--- src/rtl/psfs_consts.vh ---
// Register offsets, reset values and code constants of the pin function select block.
// Included by the design files; no logic lives here.
`ifndef PSFS_CONSTS_VH
`define PSFS_CONSTS_VH
`define PSFS_OFF_IRS_B 4'h0
`define PSFS_OFF_IRS_C 4'h1
`define PSFS_OFF_PA_LO 4'h2
`define PSFS_OFF_PA_HI 4'h3
`define PSFS_OFF_PB_LO 4'h4
`define PSFS_OFF_PB_HI 4'h5
`define PSFS_OFF_PC_LO 4'h6
`define PSFS_OFF_PC_HI 4'h7
`define PSFS_OFF_PA_DATA 4'h8
`define PSFS_OFF_PA_DIR 4'h9
`define PSFS_OFF_PB_DATA 4'hA
`define PSFS_OFF_PB_DIR 4'hB
`define PSFS_OFF_PC_DATA 4'hC
`define PSFS_OFF_PC_DIR 4'hD
`define PSFS_OFF_PA_WAKE 4'hE
`define PSFS_OFF_PINS 4'hF
`define PSFS_SEL_RST 8'h00
`define PSFS_PORT_RST 8'hFF
`define PSFS_WAKE_RST 8'h00
`define PSFS_IRS_C_MASK 8'h03
`define PSFS_PC_HI_MASK 8'h0F
`define PSFS_PC_MASK 8'h3F
`define PSFS_C00 2'b00
`define PSFS_C01 2'b01
`define PSFS_C10 2'b10
`define PSFS_C11 2'b11
`endif

--- src/rtl/psfs_regs.v ---
// Select and port register file with registered read data.
// Assumes one-cycle write and read strobes, never both at once.
`timescale 1ns/10ps
`default_nettype none
`include "psfs_consts.vh"
module psfs_regs
(
  input wire clk,
  input wire nrst,
  input wire [3:0] addr,
  input wire [7:0] wdata,
  input wire wr,
  input wire rd,
  input wire [7:0] pins_a,
  input wire [7:0] pins_b,
  input wire [7:0] pins_c,
  output reg [7:0] rdata,
  output reg [7:0] irs_b,
  output reg [7:0] irs_c,
  output reg [7:0] pa_lo,
  output reg [7:0] pa_hi,
  output reg [7:0] pb_lo,
  output reg [7:0] pb_hi,
  output reg [7:0] pc_lo,
  output reg [7:0] pc_hi,
  output reg [7:0] pa_data,
  output reg [7:0] pa_dir,
  output reg [7:0] pb_data,
  output reg [7:0] pb_dir,
  output reg [7:0] pc_data,
  output reg [7:0] pc_dir,
  output reg [7:0] pa_wake
);
  // ==========================================================
  // Writes
  always @(posedge clk)
  begin
    if (!nrst)
    begin
      irs_b <= `PSFS_SEL_RST;
      irs_c <= `PSFS_SEL_RST;
      pa_lo <= `PSFS_SEL_RST;
      pa_hi <= `PSFS_SEL_RST;
      pb_lo <= `PSFS_SEL_RST;
      pb_hi <= `PSFS_SEL_RST;
      pc_lo <= `PSFS_SEL_RST;
      pc_hi <= `PSFS_SEL_RST;
      pa_data <= `PSFS_PORT_RST;
      pa_dir <= `PSFS_PORT_RST;
      pb_data <= `PSFS_PORT_RST;
      pb_dir <= `PSFS_PORT_RST;
      pc_data <= `PSFS_PC_MASK;
      pc_dir <= `PSFS_PC_MASK;
      pa_wake <= `PSFS_WAKE_RST;
    end
    else if (wr)
    begin
      case (addr)
        `PSFS_OFF_IRS_B: irs_b <= wdata;
        `PSFS_OFF_IRS_C: irs_c <= wdata & `PSFS_IRS_C_MASK;
        `PSFS_OFF_PA_LO: pa_lo <= wdata;
        `PSFS_OFF_PA_HI: pa_hi <= wdata;
        `PSFS_OFF_PB_LO: pb_lo <= wdata;
        `PSFS_OFF_PB_HI: pb_hi <= wdata;
        `PSFS_OFF_PC_LO: pc_lo <= wdata;
        `PSFS_OFF_PC_HI: pc_hi <= wdata & `PSFS_PC_HI_MASK;
        `PSFS_OFF_PA_DATA: pa_data <= wdata;
        `PSFS_OFF_PA_DIR: pa_dir <= wdata;
        `PSFS_OFF_PB_DATA: pb_data <= wdata;
        `PSFS_OFF_PB_DIR: pb_dir <= wdata;
        `PSFS_OFF_PC_DATA: pc_data <= wdata & `PSFS_PC_MASK;
        `PSFS_OFF_PC_DIR: pc_dir <= wdata & `PSFS_PC_MASK;
        `PSFS_OFF_PA_WAKE: pa_wake <= wdata;
        default: pa_wake <= pa_wake;
      endcase
    end
  end

  // ==========================================================
  // Reads
  always @(posedge clk)
  begin
    if (!nrst)
      rdata <= 8'h00;
    else if (rd)
    begin
      case (addr)
        `PSFS_OFF_IRS_B: rdata <= irs_b;
        `PSFS_OFF_IRS_C: rdata <= irs_c;
        `PSFS_OFF_PA_LO: rdata <= pa_lo;
        `PSFS_OFF_PA_HI: rdata <= pa_hi;
        `PSFS_OFF_PB_LO: rdata <= pb_lo;
        `PSFS_OFF_PB_HI: rdata <= pb_hi;
        `PSFS_OFF_PC_LO: rdata <= pc_lo;
        `PSFS_OFF_PC_HI: rdata <= pc_hi;
        `PSFS_OFF_PA_DATA: rdata <= pa_data;
        `PSFS_OFF_PA_DIR: rdata <= pa_dir;
        `PSFS_OFF_PB_DATA: rdata <= pb_data;
        `PSFS_OFF_PB_DIR: rdata <= pb_dir;
        `PSFS_OFF_PC_DATA: rdata <= pc_data;
        `PSFS_OFF_PC_DIR: rdata <= pc_dir;
        `PSFS_OFF_PA_WAKE: rdata <= pa_wake;
        default: rdata <= pins_a ^ pins_b ^ pins_c;
      endcase
    end
    else
      rdata <= 8'h00;
  end
endmodule
`default_nettype wire

--- src/rtl/psfs_top.v ---
// Pin shared function select: input routing and per-pin output function muxes.
// Assumes pins and peripheral signals are synchronous to clk.
//
// Added by the designer: the plain strobed port and the placing of the registers.
`timescale 1ns/10ps
`default_nettype none
`include "psfs_consts.vh"
module psfs_top
(
  input wire clk,
  input wire nrst,
  input wire [3:0] reg_addr,
  input wire [7:0] reg_wdata,
  input wire reg_wr,
  input wire reg_rd,
  output wire [7:0] reg_rdata,
  input wire [7:0] pa_in,
  input wire [7:0] pb_in,
  input wire [5:0] pc_in,
  output reg [7:0] pa_out,
  output reg [7:0] pa_oe,
  output reg [7:0] pb_out,
  output reg [7:0] pb_oe,
  output reg [5:0] pc_out,
  output reg [5:0] pc_oe,
  output reg [7:0] pa_analog_sel,
  output reg [7:0] pb_analog_sel,
  output reg [5:0] pc_analog_sel,
  input wire std_timer_out,
  input wire per_timer_out,
  input wire serial_chip_select_out,
  input wire serial_chip_select_oe,
  input wire serial_clock_out,
  input wire serial_clock_oe,
  input wire serial_out_uart_tx,
  input wire serial_in_oe,
  input wire serial_in_drive,
  output reg std_timer_capture_in,
  output reg per_timer_capture_in,
  output reg std_timer_clock_in,
  output reg per_timer_clock_in,
  output reg ext_interrupt_a,
  output reg ext_interrupt_b,
  output reg serial_chip_select_in,
  output reg serial_clock_in,
  output reg serial_in_uart_rx,
  input wire sleep_mode,
  output reg wake_req
);
  // ==========================================================
  // Register file
  wire [7:0] irs_b;
  wire [7:0] irs_c;
  wire [7:0] pa_lo;
  wire [7:0] pa_hi;
  wire [7:0] pb_lo;
  wire [7:0] pb_hi;
  wire [7:0] pc_lo;
  wire [7:0] pc_hi;
  wire [7:0] pa_data;
  wire [7:0] pa_dir;
  wire [7:0] pb_data;
  wire [7:0] pb_dir;
  wire [7:0] pc_data;
  wire [7:0] pc_dir;
  wire [7:0] pa_wake;
  wire std_timer_out_inverted;
  wire per_timer_out_inverted;
  assign std_timer_out_inverted = ~std_timer_out;
  assign per_timer_out_inverted = ~per_timer_out;

  psfs_regs u_regs
  (
    .clk(clk),
    .nrst(nrst),
    .addr(reg_addr),
    .wdata(reg_wdata),
    .wr(reg_wr),
    .rd(reg_rd),
    .pins_a(pa_in),
    .pins_b(pb_in),
    .pins_c({2'b00, pc_in}),
    .rdata(reg_rdata),
    .irs_b(irs_b),
    .irs_c(irs_c),
    .pa_lo(pa_lo),
    .pa_hi(pa_hi),
    .pb_lo(pb_lo),
    .pb_hi(pb_hi),
    .pc_lo(pc_lo),
    .pc_hi(pc_hi),
    .pa_data(pa_data),
    .pa_dir(pa_dir),
    .pb_data(pb_data),
    .pb_dir(pb_dir),
    .pc_data(pc_data),
    .pc_dir(pc_dir),
    .pa_wake(pa_wake)
  );

  // ==========================================================
  // Per-pin function word: {analog, alt_oe, alt_value}
  // alt_oe high means a peripheral drives the pin; analog high isolates it
  function [2:0] fsel;
    input [1:0] code;
    input [2:0] f00;
    input [2:0] f01;
    input [2:0] f10;
    input [2:0] f11;
    begin
      case (code)
        `PSFS_C00: fsel = f00;
        `PSFS_C01: fsel = f01;
        `PSFS_C10: fsel = f10;
        default: fsel = f11;
      endcase
    end
  endfunction

  wire [2:0] gp;
  wire [2:0] an;
  wire [2:0] sto;
  wire [2:0] stb;
  wire [2:0] pto;
  wire [2:0] ptb;
  wire [2:0] serial_chip_select;
  wire [2:0] sck;
  wire [2:0] sdo;
  wire [2:0] sdi;
  assign gp = 3'b000;
  assign an = 3'b100;
  assign sto = {2'b01, std_timer_out};
  assign stb = {2'b01, std_timer_out_inverted};
  assign pto = {2'b01, per_timer_out};
  assign ptb = {2'b01, per_timer_out_inverted};
  assign serial_chip_select = {1'b0, serial_chip_select_oe, serial_chip_select_out};
  assign sck = {1'b0, serial_clock_oe, serial_clock_out};
  assign sdo = {2'b01, serial_out_uart_tx};
  assign sdi = {1'b0, serial_in_oe, serial_in_drive};

  reg [2:0] fa [0:7];
  reg [2:0] fb [0:7];
  reg [2:0] fc [0:5];

  always @*
  begin
    fa[0] = fsel(pa_lo[1:0], gp, serial_chip_select, sdi, gp);
    fa[1] = fsel(pa_lo[3:2], gp, sdi, ptb, an);
    fa[2] = fsel(pa_lo[5:4], gp, sck, sdo, gp);
    fa[3] = fsel(pa_lo[7:6], gp, pto, serial_chip_select, sdo);
    fa[4] = fsel(pa_hi[1:0], gp, sdo, sck, ptb);
    fa[5] = fsel(pa_hi[3:2], gp, pto, sdi, gp);
    fa[6] = fsel(pa_hi[5:4], gp, ptb, serial_chip_select, sdo);
    fa[7] = fsel(pa_hi[7:6], gp, sdo, sck, gp);
    fb[0] = fsel(pb_lo[1:0], gp, serial_chip_select, an, stb);
    fb[1] = fsel(pb_lo[3:2], gp, sdo, ptb, an);
    fb[2] = fsel(pb_lo[5:4], gp, pto, an, gp);
    fb[3] = fsel(pb_lo[7:6], gp, an, an, gp);
    fb[4] = fsel(pb_hi[1:0], gp, sdi, sto, gp);
    fb[5] = fsel(pb_hi[3:2], gp, sdo, sck, gp);
    fb[6] = fsel(pb_hi[5:4], gp, pto, an, gp);
    fb[7] = fsel(pb_hi[7:6], gp, sdo, an, gp);
    fc[0] = fsel(pc_lo[1:0], gp, pto, gp, gp);
    fc[1] = fsel(pc_lo[3:2], gp, sdo, gp, gp);
    fc[2] = fsel(pc_lo[5:4], gp, ptb, gp, gp);
    fc[3] = fsel(pc_lo[7:6], gp, sto, gp, gp);
    fc[4] = fsel(pc_hi[1:0], gp, stb, gp, gp);
    fc[5] = fsel(pc_hi[3:2], gp, sdo, an, gp);
  end

  // ==========================================================
  // Registered pin drivers
  wire [7:0] pa_out_d;
  wire [7:0] pa_oe_d;
  wire [7:0] pa_an_d;
  wire [7:0] pb_out_d;
  wire [7:0] pb_oe_d;
  wire [7:0] pb_an_d;
  wire [5:0] pc_out_d;
  wire [5:0] pc_oe_d;
  wire [5:0] pc_an_d;

  // Next pin state per bit from the function word
  genvar i;
  generate
    for (i = 0; i < 8; i = i + 1)
    begin : g_ab
      assign pa_an_d[i] = fa[i][2];
      assign pa_out_d[i] = fa[i][1] ? fa[i][0] : pa_data[i];
      assign pa_oe_d[i] = ~fa[i][2] & (fa[i][1] | ~pa_dir[i]);
      assign pb_an_d[i] = fb[i][2];
      assign pb_out_d[i] = fb[i][1] ? fb[i][0] : pb_data[i];
      assign pb_oe_d[i] = ~fb[i][2] & (fb[i][1] | ~pb_dir[i]);
    end
    for (i = 0; i < 6; i = i + 1)
    begin : g_c
      assign pc_an_d[i] = fc[i][2];
      assign pc_out_d[i] = fc[i][1] ? fc[i][0] : pc_data[i];
      assign pc_oe_d[i] = ~fc[i][2] & (fc[i][1] | ~pc_dir[i]);
    end
  endgenerate

  always @(posedge clk)
  begin
    if (!nrst)
    begin
      pa_out <= `PSFS_PORT_RST;
      pa_oe <= 8'h00;
      pa_analog_sel <= 8'h00;
    end
    else
    begin
      pa_out <= pa_out_d;
      pa_oe <= pa_oe_d;
      pa_analog_sel <= pa_an_d;
    end
  end

  always @(posedge clk)
  begin
    if (!nrst)
    begin
      pb_out <= `PSFS_PORT_RST;
      pb_oe <= 8'h00;
      pb_analog_sel <= 8'h00;
    end
    else
    begin
      pb_out <= pb_out_d;
      pb_oe <= pb_oe_d;
      pb_analog_sel <= pb_an_d;
    end
  end

  always @(posedge clk)
  begin
    if (!nrst)
    begin
      pc_out <= 6'h3F;
      pc_oe <= 6'h00;
      pc_analog_sel <= 6'h00;
    end
    else
    begin
      pc_out <= pc_out_d;
      pc_oe <= pc_oe_d;
      pc_analog_sel <= pc_an_d;
    end
  end

  // ==========================================================
  // Input routing to peripherals
  // One of four source pins chosen by a 2-bit code
  function pick4;
    input [1:0] code;
    input [3:0] src;
    begin
      case (code)
        `PSFS_C00: pick4 = src[0];
        `PSFS_C01: pick4 = src[1];
        `PSFS_C10: pick4 = src[2];
        default: pick4 = src[3];
      endcase
    end
  endfunction

  reg std_cap_d;
  reg per_cap_d;
  reg std_clk_d;
  reg per_clk_d;
  reg int_a_d;
  reg int_b_d;
  reg scs_d;
  reg sck_d;
  reg sdi_d;
  reg wake_d;
  // Pin levels one clock back, for falling-edge detection
  reg [7:0] pa_prev_q;

  // Next values of the routed inputs and the wake request
  always @*
  begin
    std_cap_d = pick4(irs_b[7:6], {pb_in[1], pb_in[1], pa_in[6], pb_in[1]});
    per_cap_d = pick4(irs_b[5:4], {pa_in[4], pa_in[4], pb_in[5], pa_in[4]});
    int_b_d = pick4(irs_b[3:2], {pb_in[0], pb_in[3], pc_in[4], pb_in[6]});
    int_a_d = pick4(irs_b[1:0], {pb_in[0], pa_in[7], pa_in[5], pa_in[1]});
    per_clk_d = pick4(irs_c[1:0], {pa_in[3], pa_in[3], pb_in[4], pa_in[3]});
    std_clk_d = pb_in[2];
    scs_d = pa_in[0];
    sck_d = pa_in[2];
    sdi_d = pa_in[0];
    wake_d = sleep_mode & (|(pa_wake & pa_prev_q & ~pa_in));
  end

  always @(posedge clk)
  begin
    if (!nrst)
    begin
      std_timer_capture_in <= 1'b0;
      per_timer_capture_in <= 1'b0;
      std_timer_clock_in <= 1'b0;
      per_timer_clock_in <= 1'b0;
      ext_interrupt_a <= 1'b0;
      ext_interrupt_b <= 1'b0;
      serial_chip_select_in <= 1'b0;
      serial_clock_in <= 1'b0;
      serial_in_uart_rx <= 1'b0;
      pa_prev_q <= `PSFS_PORT_RST;
      wake_req <= 1'b0;
    end
    else
    begin
      std_timer_capture_in <= std_cap_d;
      per_timer_capture_in <= per_cap_d;
      std_timer_clock_in <= std_clk_d;
      per_timer_clock_in <= per_clk_d;
      ext_interrupt_a <= int_a_d;
      ext_interrupt_b <= int_b_d;
      serial_chip_select_in <= scs_d;
      serial_clock_in <= sck_d;
      serial_in_uart_rx <= sdi_d;
      pa_prev_q <= pa_in;
      wake_req <= wake_d;
    end
  end
endmodule
`default_nettype wire

--- config.mk ---
export PLATFORM = sky130hd
export DESIGN_NAME = psfs_top
export DESIGN_NICKNAME = d
export VERILOG_FILES = /design/src/rtl/psfs_regs.v /design/src/rtl/psfs_top.v
export VERILOG_INCLUDE_DIRS = /design/src /design/src/rtl
export SDC_FILE = /design/constraint.sdc
export NUM_CORES = 1
export LEC_CHECK = 0
export BUFFER_PORTS_ARGS = -buffer_cell sky130_fd_sc_hd__buf_2
export CORE_MARGIN = 5
export CORE_UTILIZATION = 45
export CTS_CLUSTER_DIAMETER = 150
export DETAILED_ROUTE_END_ITERATION = 10
export PLACE_DENSITY = 0.7
export SYNTH_ARGS = -nofsm -noshare
export SYNTH_HDL_FRONTEND = slang
export SYNTH_HIERARCHICAL = 1
export SYNTH_SLANG_ARGS = --single-unit
--- constraint.sdc ---
create_clock -name clk -period 1.65 [get_ports clk]
set_clock_uncertainty 0.15 [all_clocks]
set_input_delay 0.2475 -clock clk [delete_from_list [all_inputs] [get_ports clk]]
set_output_delay 0.2475 -clock clk [all_outputs]
set_load 0.005 [all_outputs]
# Word level (Yosys, flattened, before mapping)
# Index checks and enable logic that the tools add are counted.
dict set report totals {
  in_bits 48
  register_bits 197
  out_inout_bits 84
}
dict set report op_classes {
  n_eq_ne 60
  bitwise 96
  n_reduce_logical 27
  mux 50
}
# cell count
set ops {}
lappend ops {{$pmux 8 s15} 1}
lappend ops {{$eq 2x1->1 const B} 27}
lappend ops {{$eq 2x2->1 const B} 19}
lappend ops {{$not 1->1} 32}
lappend ops {{$reduce_and 2->1} 16}
lappend ops {{$eq 4x4->1 const B} 7}
lappend ops {{$pmux 3 s3} 3}
lappend ops {{$mux 1} 25}
lappend ops {{$pmux 2 s2} 6}
lappend ops {{$pmux 3 s2} 4}
lappend ops {{$and 1x1->1} 23}
lappend ops {{$or 1x1->1} 22}
lappend ops {{$pmux 2 s3} 3}
lappend ops {{$and 8x8->8} 2}
lappend ops {{$eq 4x3->1 const B} 4}
lappend ops {{$logic_not 2->1} 8}
lappend ops {{$not 1->1 const A} 14}
lappend ops {{$mux 2} 5}
lappend ops {{$eq 4x2->1 const B} 2}
lappend ops {{$not 8->8} 1}
lappend ops {{$reduce_or 8->1} 1}
lappend ops {{$xor 8x6->8} 1}
lappend ops {{$xor 8x8->8} 1}
lappend ops {{$pmux 1 s3} 2}
lappend ops {{other kinds (4)} 4}

# Longest topological paths before layout
# Gate-level depths: netlist (run 1).
dict set report logic_depth {
  ltp_word 5
  depth_mapped 7
  mapped_depth_nobuf 6
}

# Modules after synthesis
# The synthesis (run 1) kept the hierarchy.
# mod n_inst cells_per_inst area_per_inst_um2
set modules_own_cells {}
lappend modules_own_cells {psfs_regs 1 637 5461.5}
lappend modules_own_cells {psfs_top 1 320 3017.9}

# Least setup slack after synthesis (run 1)
# Ideal clock, no wire load.
dict set report synth_path {
  path_type {in2reg}
  from {in reg_addr[2]}
  to {reg u_regs.rdata[0]}
  arrival_ns 1.437
  path_slack_ns -0.057
  n_path_buf 2
  stages 6
  required_ns 1.380
  setup_ns 0.120
  path_cell_list {buf_6 nor2b_4 buf_6 a221o_1 a32o_1 o31a_1}
}
dict set report synth_via {
  elab_chain_cells 2
  word_cells_on_any_way 16
}
# element line
set synth_rtl {}
lappend synth_rtl {{start, declared} psfs_top.v:12} ;# input wire [3:0] reg_addr,
lappend synth_rtl {{$eq 4x4->1, or another cell as far along} psfs_regs.v:87} ;# case (addr)
lappend synth_rtl {{$pmux 8 s15 (*)} psfs_regs.v:87}
lappend synth_rtl {{end signal, assigned} psfs_regs.v:88} ;# `PSFS_OFF_IRS_B: rdata <= irs_b;
lappend synth_rtl {{end signal, assigned} psfs_regs.v:89} ;# `PSFS_OFF_IRS_C: rdata <= irs_c;
lappend synth_rtl {{end signal, assigned} psfs_regs.v:90} ;# `PSFS_OFF_PA_LO: rdata <= pa_lo;
lappend synth_rtl {{end, declared} psfs_regs.v:17} ;# output reg [7:0] rdata,
# Mark *: on every way between the ends. The rest lies on a longest branch, timed or not.
# A chain may end at the register's enable or synchronous reset.

# Worst setup path in the final report (run 1)
dict set report layout_path {
  from {in pa_in[3]}
  to {reg u_regs.rdata[3]}
}
dict set report layout_via {
  elab_chain_cells 3
}
# element line
set layout_rtl {}
lappend layout_rtl {{start, declared} psfs_top.v:17} ;# input wire [7:0] pa_in,
lappend layout_rtl {{$xor 8x8->8} psfs_regs.v:103} ;# default: rdata <= pins_a ^ pins_b ^ pins_c;
lappend layout_rtl {{$xor 8x6->8} psfs_regs.v:103}
lappend layout_rtl {{$pmux 8 s15} psfs_regs.v:87}
lappend layout_rtl {{end signal, assigned} psfs_regs.v:88}
lappend layout_rtl {{end signal, assigned} psfs_regs.v:89}
lappend layout_rtl {{end signal, assigned} psfs_regs.v:103}
# No other way between the ends.

==> impl_summary.txt, run 1 <==
----------------------------------------------------
[Setup path]
  Endpoint of the most critical register-to-register path ... u_regs/rdata[0]$_SDFF_PN0_
  Category of the worst setup path launch point ... input pin
  Data required time at the worst endpoint ... 1.80 ns
  Worst Path Max Fanout ... 4
  Setup slack, reg-to-reg ... 0.11 ns
  Critical Path End Type ... register
  Crit Reg-Reg Startpoint ... u_regs/irs_c[0]$_SDFFE_PN0P_
  WS Path Type ... input pin to register
  Critical path startpoint ... pa_in[3]
  R2R cell count ... 4
  Critical Path End ... u_regs/rdata[3]$_SDFF_PN0_
  Data arrival time of the critical path ... 1.73 ns

[Floorplan]
  Initial Utilization ... 0.461
  Placeable core area ... 0.0181 mm^2
  Die height ... 146 um
  Die area ... 0.0214 mm^2
  Num ports ... 132
  Site Rows ... 49
  Die W ... 146 um

[Routing]
  Routed length per placed instance ... 21.1 um
  Initial DRC Count ... 845
  First drt pass iteration count ... 6
  Antenna-violating nets left ... 0
  Total wire length ... 28900 um
  Total number of vias ... 7611
  DRC violation count after routing ... 0
  Via density per instance ... 5.56

[Synth]
  Number of warnings printed during yosys synthesis ... 6
  Post-synthesis instance total ... 942
  Syn Std Cell Area ... 0.00837 mm^2
  Average size of a mapped cell ... 8.89 um^2

[CTS]
  Clock tree from TritonCTS ... built
  Clk root buf ... sky130_fd_sc_hd__clkbuf_16
  TritonCTS buffer count ... 17
  CTS H-Tree Depth ... 4
  Number of clock sinks ... 183
  Maximum clock path buffer count ... 2
  Post-CTS setup buffer count ... 0
  Post-CTS clock slew at the launch and capture registers of the worst setup and hold paths ... 0.07 ns
  Clk_lat worst skew ... 0.43 ns

[STA]
  Total of endpoints with negative setup slack in the final report ... 0
  Portion of the clock cycle consumed by the worst path in the final layout ... 0.957
  Post-layout worst setup margin ... 0.0715 ns
  Total count of hold-check failures in the final report ... 0
  Shortest clock period the worst path allows after layout ... 1.58 ns
  Rel. slew slack ... 0.608
  Final Slew Violations ... 0
  Setup repair after global routing missed its margin ... false
  Fin Hold WS ... 0.0297 ns
  Total Neg Setup Slack ... 0 ns
  Peak clock frequency supported by timing ... 0.634 GHz
  Actual slew at the worst max-slew pin ... 0.587 ns

[Global route]
  Global-route total usage across every layer ... 0.267
  Via count of the first global-routing pass ... 7518
  Antenna violations before repair ... 1
  Wire length of the first global-routing pass ... 44300 um
  Overall overflow remaining after global route ... 0
  Largest net degree at the start of global routing ... 92

[Hold path]
  Class of the tightest hold or removal check ... input pin to register
  Min-delay src ... serial_in_oe
  Number of instances on the worst hold path ... 3

[Layout]
  Number of nets in the layout ... 1200
  Count of fill cells added during filler insertion ... 1601
  Post-Route Utilization ... 0.580
  Proportion of layout cells with a drive suffix above 1 ... 0.224
  Layout overhead on the synthesized area ... 25.8%

[Power]
  Final Total Pwr ... 10.1 mW
  Power density over cell area ... 956 mW/mm^2
  Leakage ... 4.47 nW
  Max IR drop VDD ... 0.000720 V

[Placement]
  Count of input and output buffers ... 117
  Sum of net half-perimeters after detailed placement ... 21500 um
  Pre-CTS WS ... -0.302 ns
  Final estimated routing congestion in global placement ... 0.970

[Run status]
  Run status ... finished, final reports clean

[Flow run]
  Number of max-capacitance violations reported ... 0

----------------------------------------------------
[worst max-delay path, stage by stage]
cell                            delay, ns
sky130_fd_sc_hd__dlygate4sd3_1       0.53
sky130_fd_sc_hd__buf_2               0.15
sky130_fd_sc_hd__xor2_1              0.17
sky130_fd_sc_hd__xnor2_1             0.22
sky130_fd_sc_hd__o21ai_0             0.14
sky130_fd_sc_hd__a21oi_1             0.18
sky130_fd_sc_hd__a21oi_1             0.09
[flip-flops by register name, indices dropped and copies added (netlist names), 8 cells and up]
name,cells
pb_out,8
u_regs/pa_lo,8
u_regs/pa_dir,8
pa_out,8
u_regs/pa_data,8
u_regs/pa_hi,8
u_regs/pb_lo,8
pb_oe,8
u_regs/rdata,8
u_regs/pb_data,8
pa_prev_q,8
pa_oe,8
u_regs/irs_b,8
u_regs/pc_lo,8
u_regs/pb_dir,8
u_regs/pa_wake,8
u_regs/pb_hi,8
[metrics by stage]
stage / instance area, um^2 / std cells
after floorplan: 8430 / 957
after global placement: 9700 / 1320
after detailed placement: 9700 / 1320
after CTS: 10500 / 1368
after global routing: 10500 / 1368
final: 10500 / 1369
[worst min-delay path by stage]
stage                               to  slack (ns)
2_1_floorplan  pa_prev_q[0]$_SDFF_PN1_        0.17
3_3_place_gp       wake_req$_SDFF_PN0_        0.32
3_5_place_dp       pc_oe[4]$_SDFF_PN0_        0.32
4_1_cts            pa_oe[1]$_SDFF_PN0_        0.02
5_1_grt            pa_oe[1]$_SDFF_PN0_        0.04
6_report           pa_oe[1]$_SDFF_PN0_        0.03
[area by class of cell]
| type | count | area, um^2 | share of cell area |
|---|---|---|---|
| tap | 229 | 287 | 0.0272 |
| timing repair buffer | 217 | 1500 | 0.143 |
| inverter | 35 | 131 | 0.0125 |
| antenna | 1 | 2.50 | 0.000238 |
| multi-input combinational | 672 | 4290 | 0.408 |
| sequential | 183 | 3660 | 0.348 |
| clock inverter | 12 | 191 | 0.0182 |
| clock buffer | 20 | 457 | 0.0434 |
[cells in the final DEF (no fill, tap or decap), types with 4 or more instances in the layout]
| cell | count |
|---|---|
| sky130_fd_sc_hd__dfxtp_1 | 183 |
| sky130_fd_sc_hd__nand2_1 | 151 |
| sky130_fd_sc_hd__buf_2 | 116 |
| sky130_fd_sc_hd__buf_4 | 75 |
| sky130_fd_sc_hd__nor2b_1 | 64 |
| sky130_fd_sc_hd__mux2i_1 | 64 |
| sky130_fd_sc_hd__nand3_1 | 61 |
| sky130_fd_sc_hd__o21ai_0 | 40 |
| sky130_fd_sc_hd__nor2_1 | 36 |
| sky130_fd_sc_hd__inv_1 | 33 |
| sky130_fd_sc_hd__ha_1 | 26 |
| sky130_fd_sc_hd__a21oi_1 | 22 |
| sky130_fd_sc_hd__a22oi_1 | 20 |
| sky130_fd_sc_hd__clkbuf_16 | 17 |
| sky130_fd_sc_hd__conb_1 | 16 |
| sky130_fd_sc_hd__dlygate4sd3_1 | 16 |
| sky130_fd_sc_hd__nand2b_1 | 14 |
| sky130_fd_sc_hd__and2_1 | 13 |
| sky130_fd_sc_hd__a21boi_0 | 12 |
| sky130_fd_sc_hd__xnor2_1 | 12 |
| sky130_fd_sc_hd__a31oi_1 | 10 |
| sky130_fd_sc_hd__buf_12 | 10 |
| sky130_fd_sc_hd__a211oi_1 | 9 |
| sky130_fd_sc_hd__o311ai_0 | 8 |
| sky130_fd_sc_hd__o22ai_1 | 8 |
| sky130_fd_sc_hd__o21a_1 | 7 |
| sky130_fd_sc_hd__mux2_2 | 7 |
| sky130_fd_sc_hd__xor2_1 | 5 |
| sky130_fd_sc_hd__o211ai_1 | 4 |
| sky130_fd_sc_hd__nor3_1 | 4 |
| sky130_fd_sc_hd__bufinv_16 | 4 |
| sky130_fd_sc_hd__a32oi_1 | 4 |
[routing by layer]
| layer | vias up | track usage | wire (um) |
|---|---|---|---|
| met5 | - | 0 | 0 |
| met1 | 3636 | 0.357 | 12600 |
| met3 | 54 | 0.0499 | 2080 |
| met2 | 337 | 0.436 | 13500 |
| met4 | 0 | 0.0927 | 833 |
| li1 | 3584 | - | - |
[power breakdown]
part           switching (mW)  leakage, nW  total [mW]  internal [mW]
registers              0.0779         1.49        4.59           4.51
logic                   0.565         2.68       0.997          0.432
clock network            1.83        0.307        4.48           2.65
[timing repair]
item | in CTS | in global routing
endpoints found under the hold margin | 18 | 0
gates resized for setup | 0 | 2
hold buffers | 16 | 0
endpoints found under the setup margin | 0 | 2
Power figures use the tool's default switching activity.
==> run 2: changes to the inputs <==
--- a/config.mk
+++ b/config.mk
@@ -8,10 +8,10 @@
 export LEC_CHECK = 0
 export BUFFER_PORTS_ARGS = -buffer_cell sky130_fd_sc_hd__buf_2
 export CORE_MARGIN = 5
-export CORE_UTILIZATION = 45
+export CORE_UTILIZATION = 46
 export CTS_CLUSTER_DIAMETER = 150
 export DETAILED_ROUTE_END_ITERATION = 10
-export PLACE_DENSITY = 0.7
+export PLACE_DENSITY = 0.71
 export SYNTH_ARGS = -nofsm -noshare
 export SYNTH_HDL_FRONTEND = slang
 export SYNTH_HIERARCHICAL = 1
==> run 2 against run 1 <==
  * Via count is essentially flat
  * Non-clock buffer count is the same
  * Combinational power shrank 1%
  * Clock power shrank 6.9%
  * Cell count is essentially flat
  * Global-route usage grew 0.74 points
  * Highest routed layer is now met5
  * Design area shrank 1.1%
  * Largest cell class unchanged
==> impl_summary.txt, run 2 (same netlist as run 1, synthesis figures left out) <==
----------------------------------------------------
[STA]
  Peak clock frequency supported by timing ... 0.620 GHz
  Total Neg Setup Slack ... 0 ns
  Shortest clock period the worst path allows after layout ... 1.61 ns
  Rel. slew slack ... 0.587
  Final Slew Violations ... 0
  Actual slew at the worst max-slew pin ... 0.619 ns
  Total of endpoints with negative setup slack in the final report ... 0
  Portion of the clock cycle consumed by the worst path in the final layout ... 0.978
  Post-layout worst setup margin ... 0.0370 ns
  Total count of hold-check failures in the final report ... 0
  Setup repair after global routing missed its margin ... false

[Power]
  Max IR drop VDD ... 0.000729 V
  Final Total Pwr ... 9.74 mW
  Internal power ... 7.21 mW
  Leakage ... 4.43 nW
  Switching portion of total power ... 0.260
  Combinational power share ... 0.101
  Part of the power in the clock network ... 0.428
  Power density over cell area ... 935 mW/mm^2
  Total net switching power ... 2.53 mW
  Seq pwr share ... 0.471

[Routing]
  Antenna-violating nets left ... 0
  Total number of vias ... 7607
  Total wire length ... 28600 um
  Via density per instance ... 5.56
  Routed length per placed instance ... 20.9 um
  First drt pass iteration count ... 6
  Initial DRC Count ... 857
  DRC violation count after routing ... 0

[Global route]
  Overall overflow remaining after global route ... 0
  Largest net degree at the start of global routing ... 93
  Antenna violations before repair ... 2
  Global-route total usage across every layer ... 0.275
  Wire length of the first global-routing pass ... 42900 um
  Via count of the first global-routing pass ... 7360

[CTS]
  Clk_lat worst skew ... 0.43 ns
  Clk root buf ... sky130_fd_sc_hd__clkbuf_16
  Number of clock sinks ... 183
  Clock tree from TritonCTS ... built
  Maximum clock path buffer count ... 2
  TritonCTS buffer count ... 17
  Post-CTS clock slew at the launch and capture registers of the worst setup and hold paths ... 0.07 ns
  CTS H-Tree Depth ... 4

[Setup path]
  Ordered list of cells on the worst path ... dlygate4sd3_1 > buf_2 > xnor2_2 > xnor2_1 > nor2_1 > nor2_1 > o31a_1
  Data arrival time of the critical path ... 1.83 ns
  Data required time at the worst endpoint ... 1.87 ns
  WS Path Type ... input pin to register
  Worst stage delay on the critical path ... 0.54 ns
  Family with the most delay on the worst path ... buffers and inverters
  Critical Path Most Common Cell ... sky130_fd_sc_hd__nor2_1
  Worst Path Max Fanout ... 4
  Slowest stage cell on the critical path ... sky130_fd_sc_hd__dlygate4sd3_1
  Critical Path End Type ... register
  Category of the worst setup path launch point ... input pin
  Buf+Inv Stages, Crit Path ... 2

[Layout]
  Multi-input logic area ... 0.00429 mm^2
  Highest-count cells in the layout ignoring fill and taps ... sky130_fd_sc_hd__dfxtp_1, sky130_fd_sc_hd__nand2_1, sky130_fd_sc_hd__buf_2, sky130_fd_sc_hd__buf_4
  Ant. Diodes ... 0
  Most common cell after layout, fill and taps aside ... sky130_fd_sc_hd__dfxtp_1
  Count of fill cells added during filler insertion ... 1609
  Count of placed standard cells in the final layout, fillers left out ... 1368
  Post-Route Utilization ... 0.580
  Layout overhead on the synthesized area ... 24.4%
  FF+latch area ... 0.00366 mm^2
  Proportion of layout cells with a drive suffix above 1 ... 0.226
  Number of nets in the layout ... 1200

[Floorplan]
  Placeable core area ... 0.0180 mm^2
  Num ports ... 132
  Site Rows ... 49
  Die area ... 0.0210 mm^2
  Initial Utilization ... 0.466
  Die height ... 145 um
  Die W ... 145 um

[Flow run]
  Number of max-capacitance violations reported ... 0

[Placement]
  Pre-CTS WS ... -0.244 ns
  Placed Cells incl. Taps ... 1322
  Sum of net half-perimeters after detailed placement ... 21300 um
  Final estimated routing congestion in global placement ... 1.01
  Count of input and output buffers ... 117

[Run status]
  Run status ... finished, final reports clean

[Hold path]
  Class of the tightest hold or removal check ... input pin to register

----------------------------------------------------
==> run 2: cell count changes in the layout (fill, tap and decap cells not counted), sizes merged <==
cell | previous run | this run
diode | 1 | 0
clkbuf | 20 | 18
inv | 37 | 40
bufinv | 4 | 2
clkinv | 3 | 4
buf | 201 | 203
dlygate4sd3 | 16 | 14
==> run 2: per-stage QoR <==
stage	cell area (um^2)	hold WS [ns]
after global placement	9670	0.319
after detailed placement	9670	0.328
after CTS	10400	0.0157
after floorplan	8430	0.171
final	10400	0.0334
after global routing	10400	0.0417
==> run 2: final timing paths <==
path                            slack [ns]                          to  depth (start not counted)                           from
worst max register to register        0.10  u_regs/rdata[0]$_SDFF_PN0_                          4   u_regs/pa_hi[0]$_SDFFE_PN0P_
worst max-delay path                  0.04  u_regs/rdata[0]$_SDFF_PN0_                          7                       pa_in[0]
worst min-delay path                  0.03         pa_oe[1]$_SDFF_PN0_                          3                   serial_in_oe
worst min register to register        0.34         pc_oe[4]$_SDFF_PN0_                          1  u_regs/pc_dir[4]$_SDFFE_PN1P_
==> run 2: power by group through the flow <==
stage | sequential, mW | clock (mW) | combinational, mW
floorplan | 4.66 | 0 | 0.531
global placement | 4.69 | 0 | 0.934
detailed placement | 4.69 | 0 | 0.937
CTS | 4.58 | 4.22 | 0.967
global route | 4.59 | 4.42 | 1.06
finish | 4.59 | 4.17 | 0.987
==> run 2: tightest hold or removal path: cells and delay by family <==
family | cells | cell delay [ns]
AOI/OAI and AO/OA | 1 | 0.08
buffers and inverters | 1 | 0.14
and+or+nand+nor | 1 | 0.10
==> run 2: final cells by class <==
class,count,area share
Clock buffer,18,0.0412
Multi-Input combinational cell,672,0.412
Tap cell,229,0.0275
Timing Repair Buffer,217,0.139
Sequential cell,183,0.352
Clock inverter,14,0.0157
Inverter,35,0.0126
==> run 2: timing repair <==
| item | in CTS | in global routing |
|---|---|---|
| hold endpoints to repair | 16 | 0 |
| hold buffers | 14 | 0 |
| endpoints found under the setup margin | 0 | 1 |
| buffers inserted | 0 | 0 |
| resized for setup | 0 | 2 |
==> run 2: per-layer routing <==
metal  wire length [um]  part of all wire  GRT usage
met1              12000              0.42      0.353
met2              12900              0.45      0.431
met3               2430             0.085     0.0815
met4               1150             0.040      0.115
met5                 25           0.00087          0
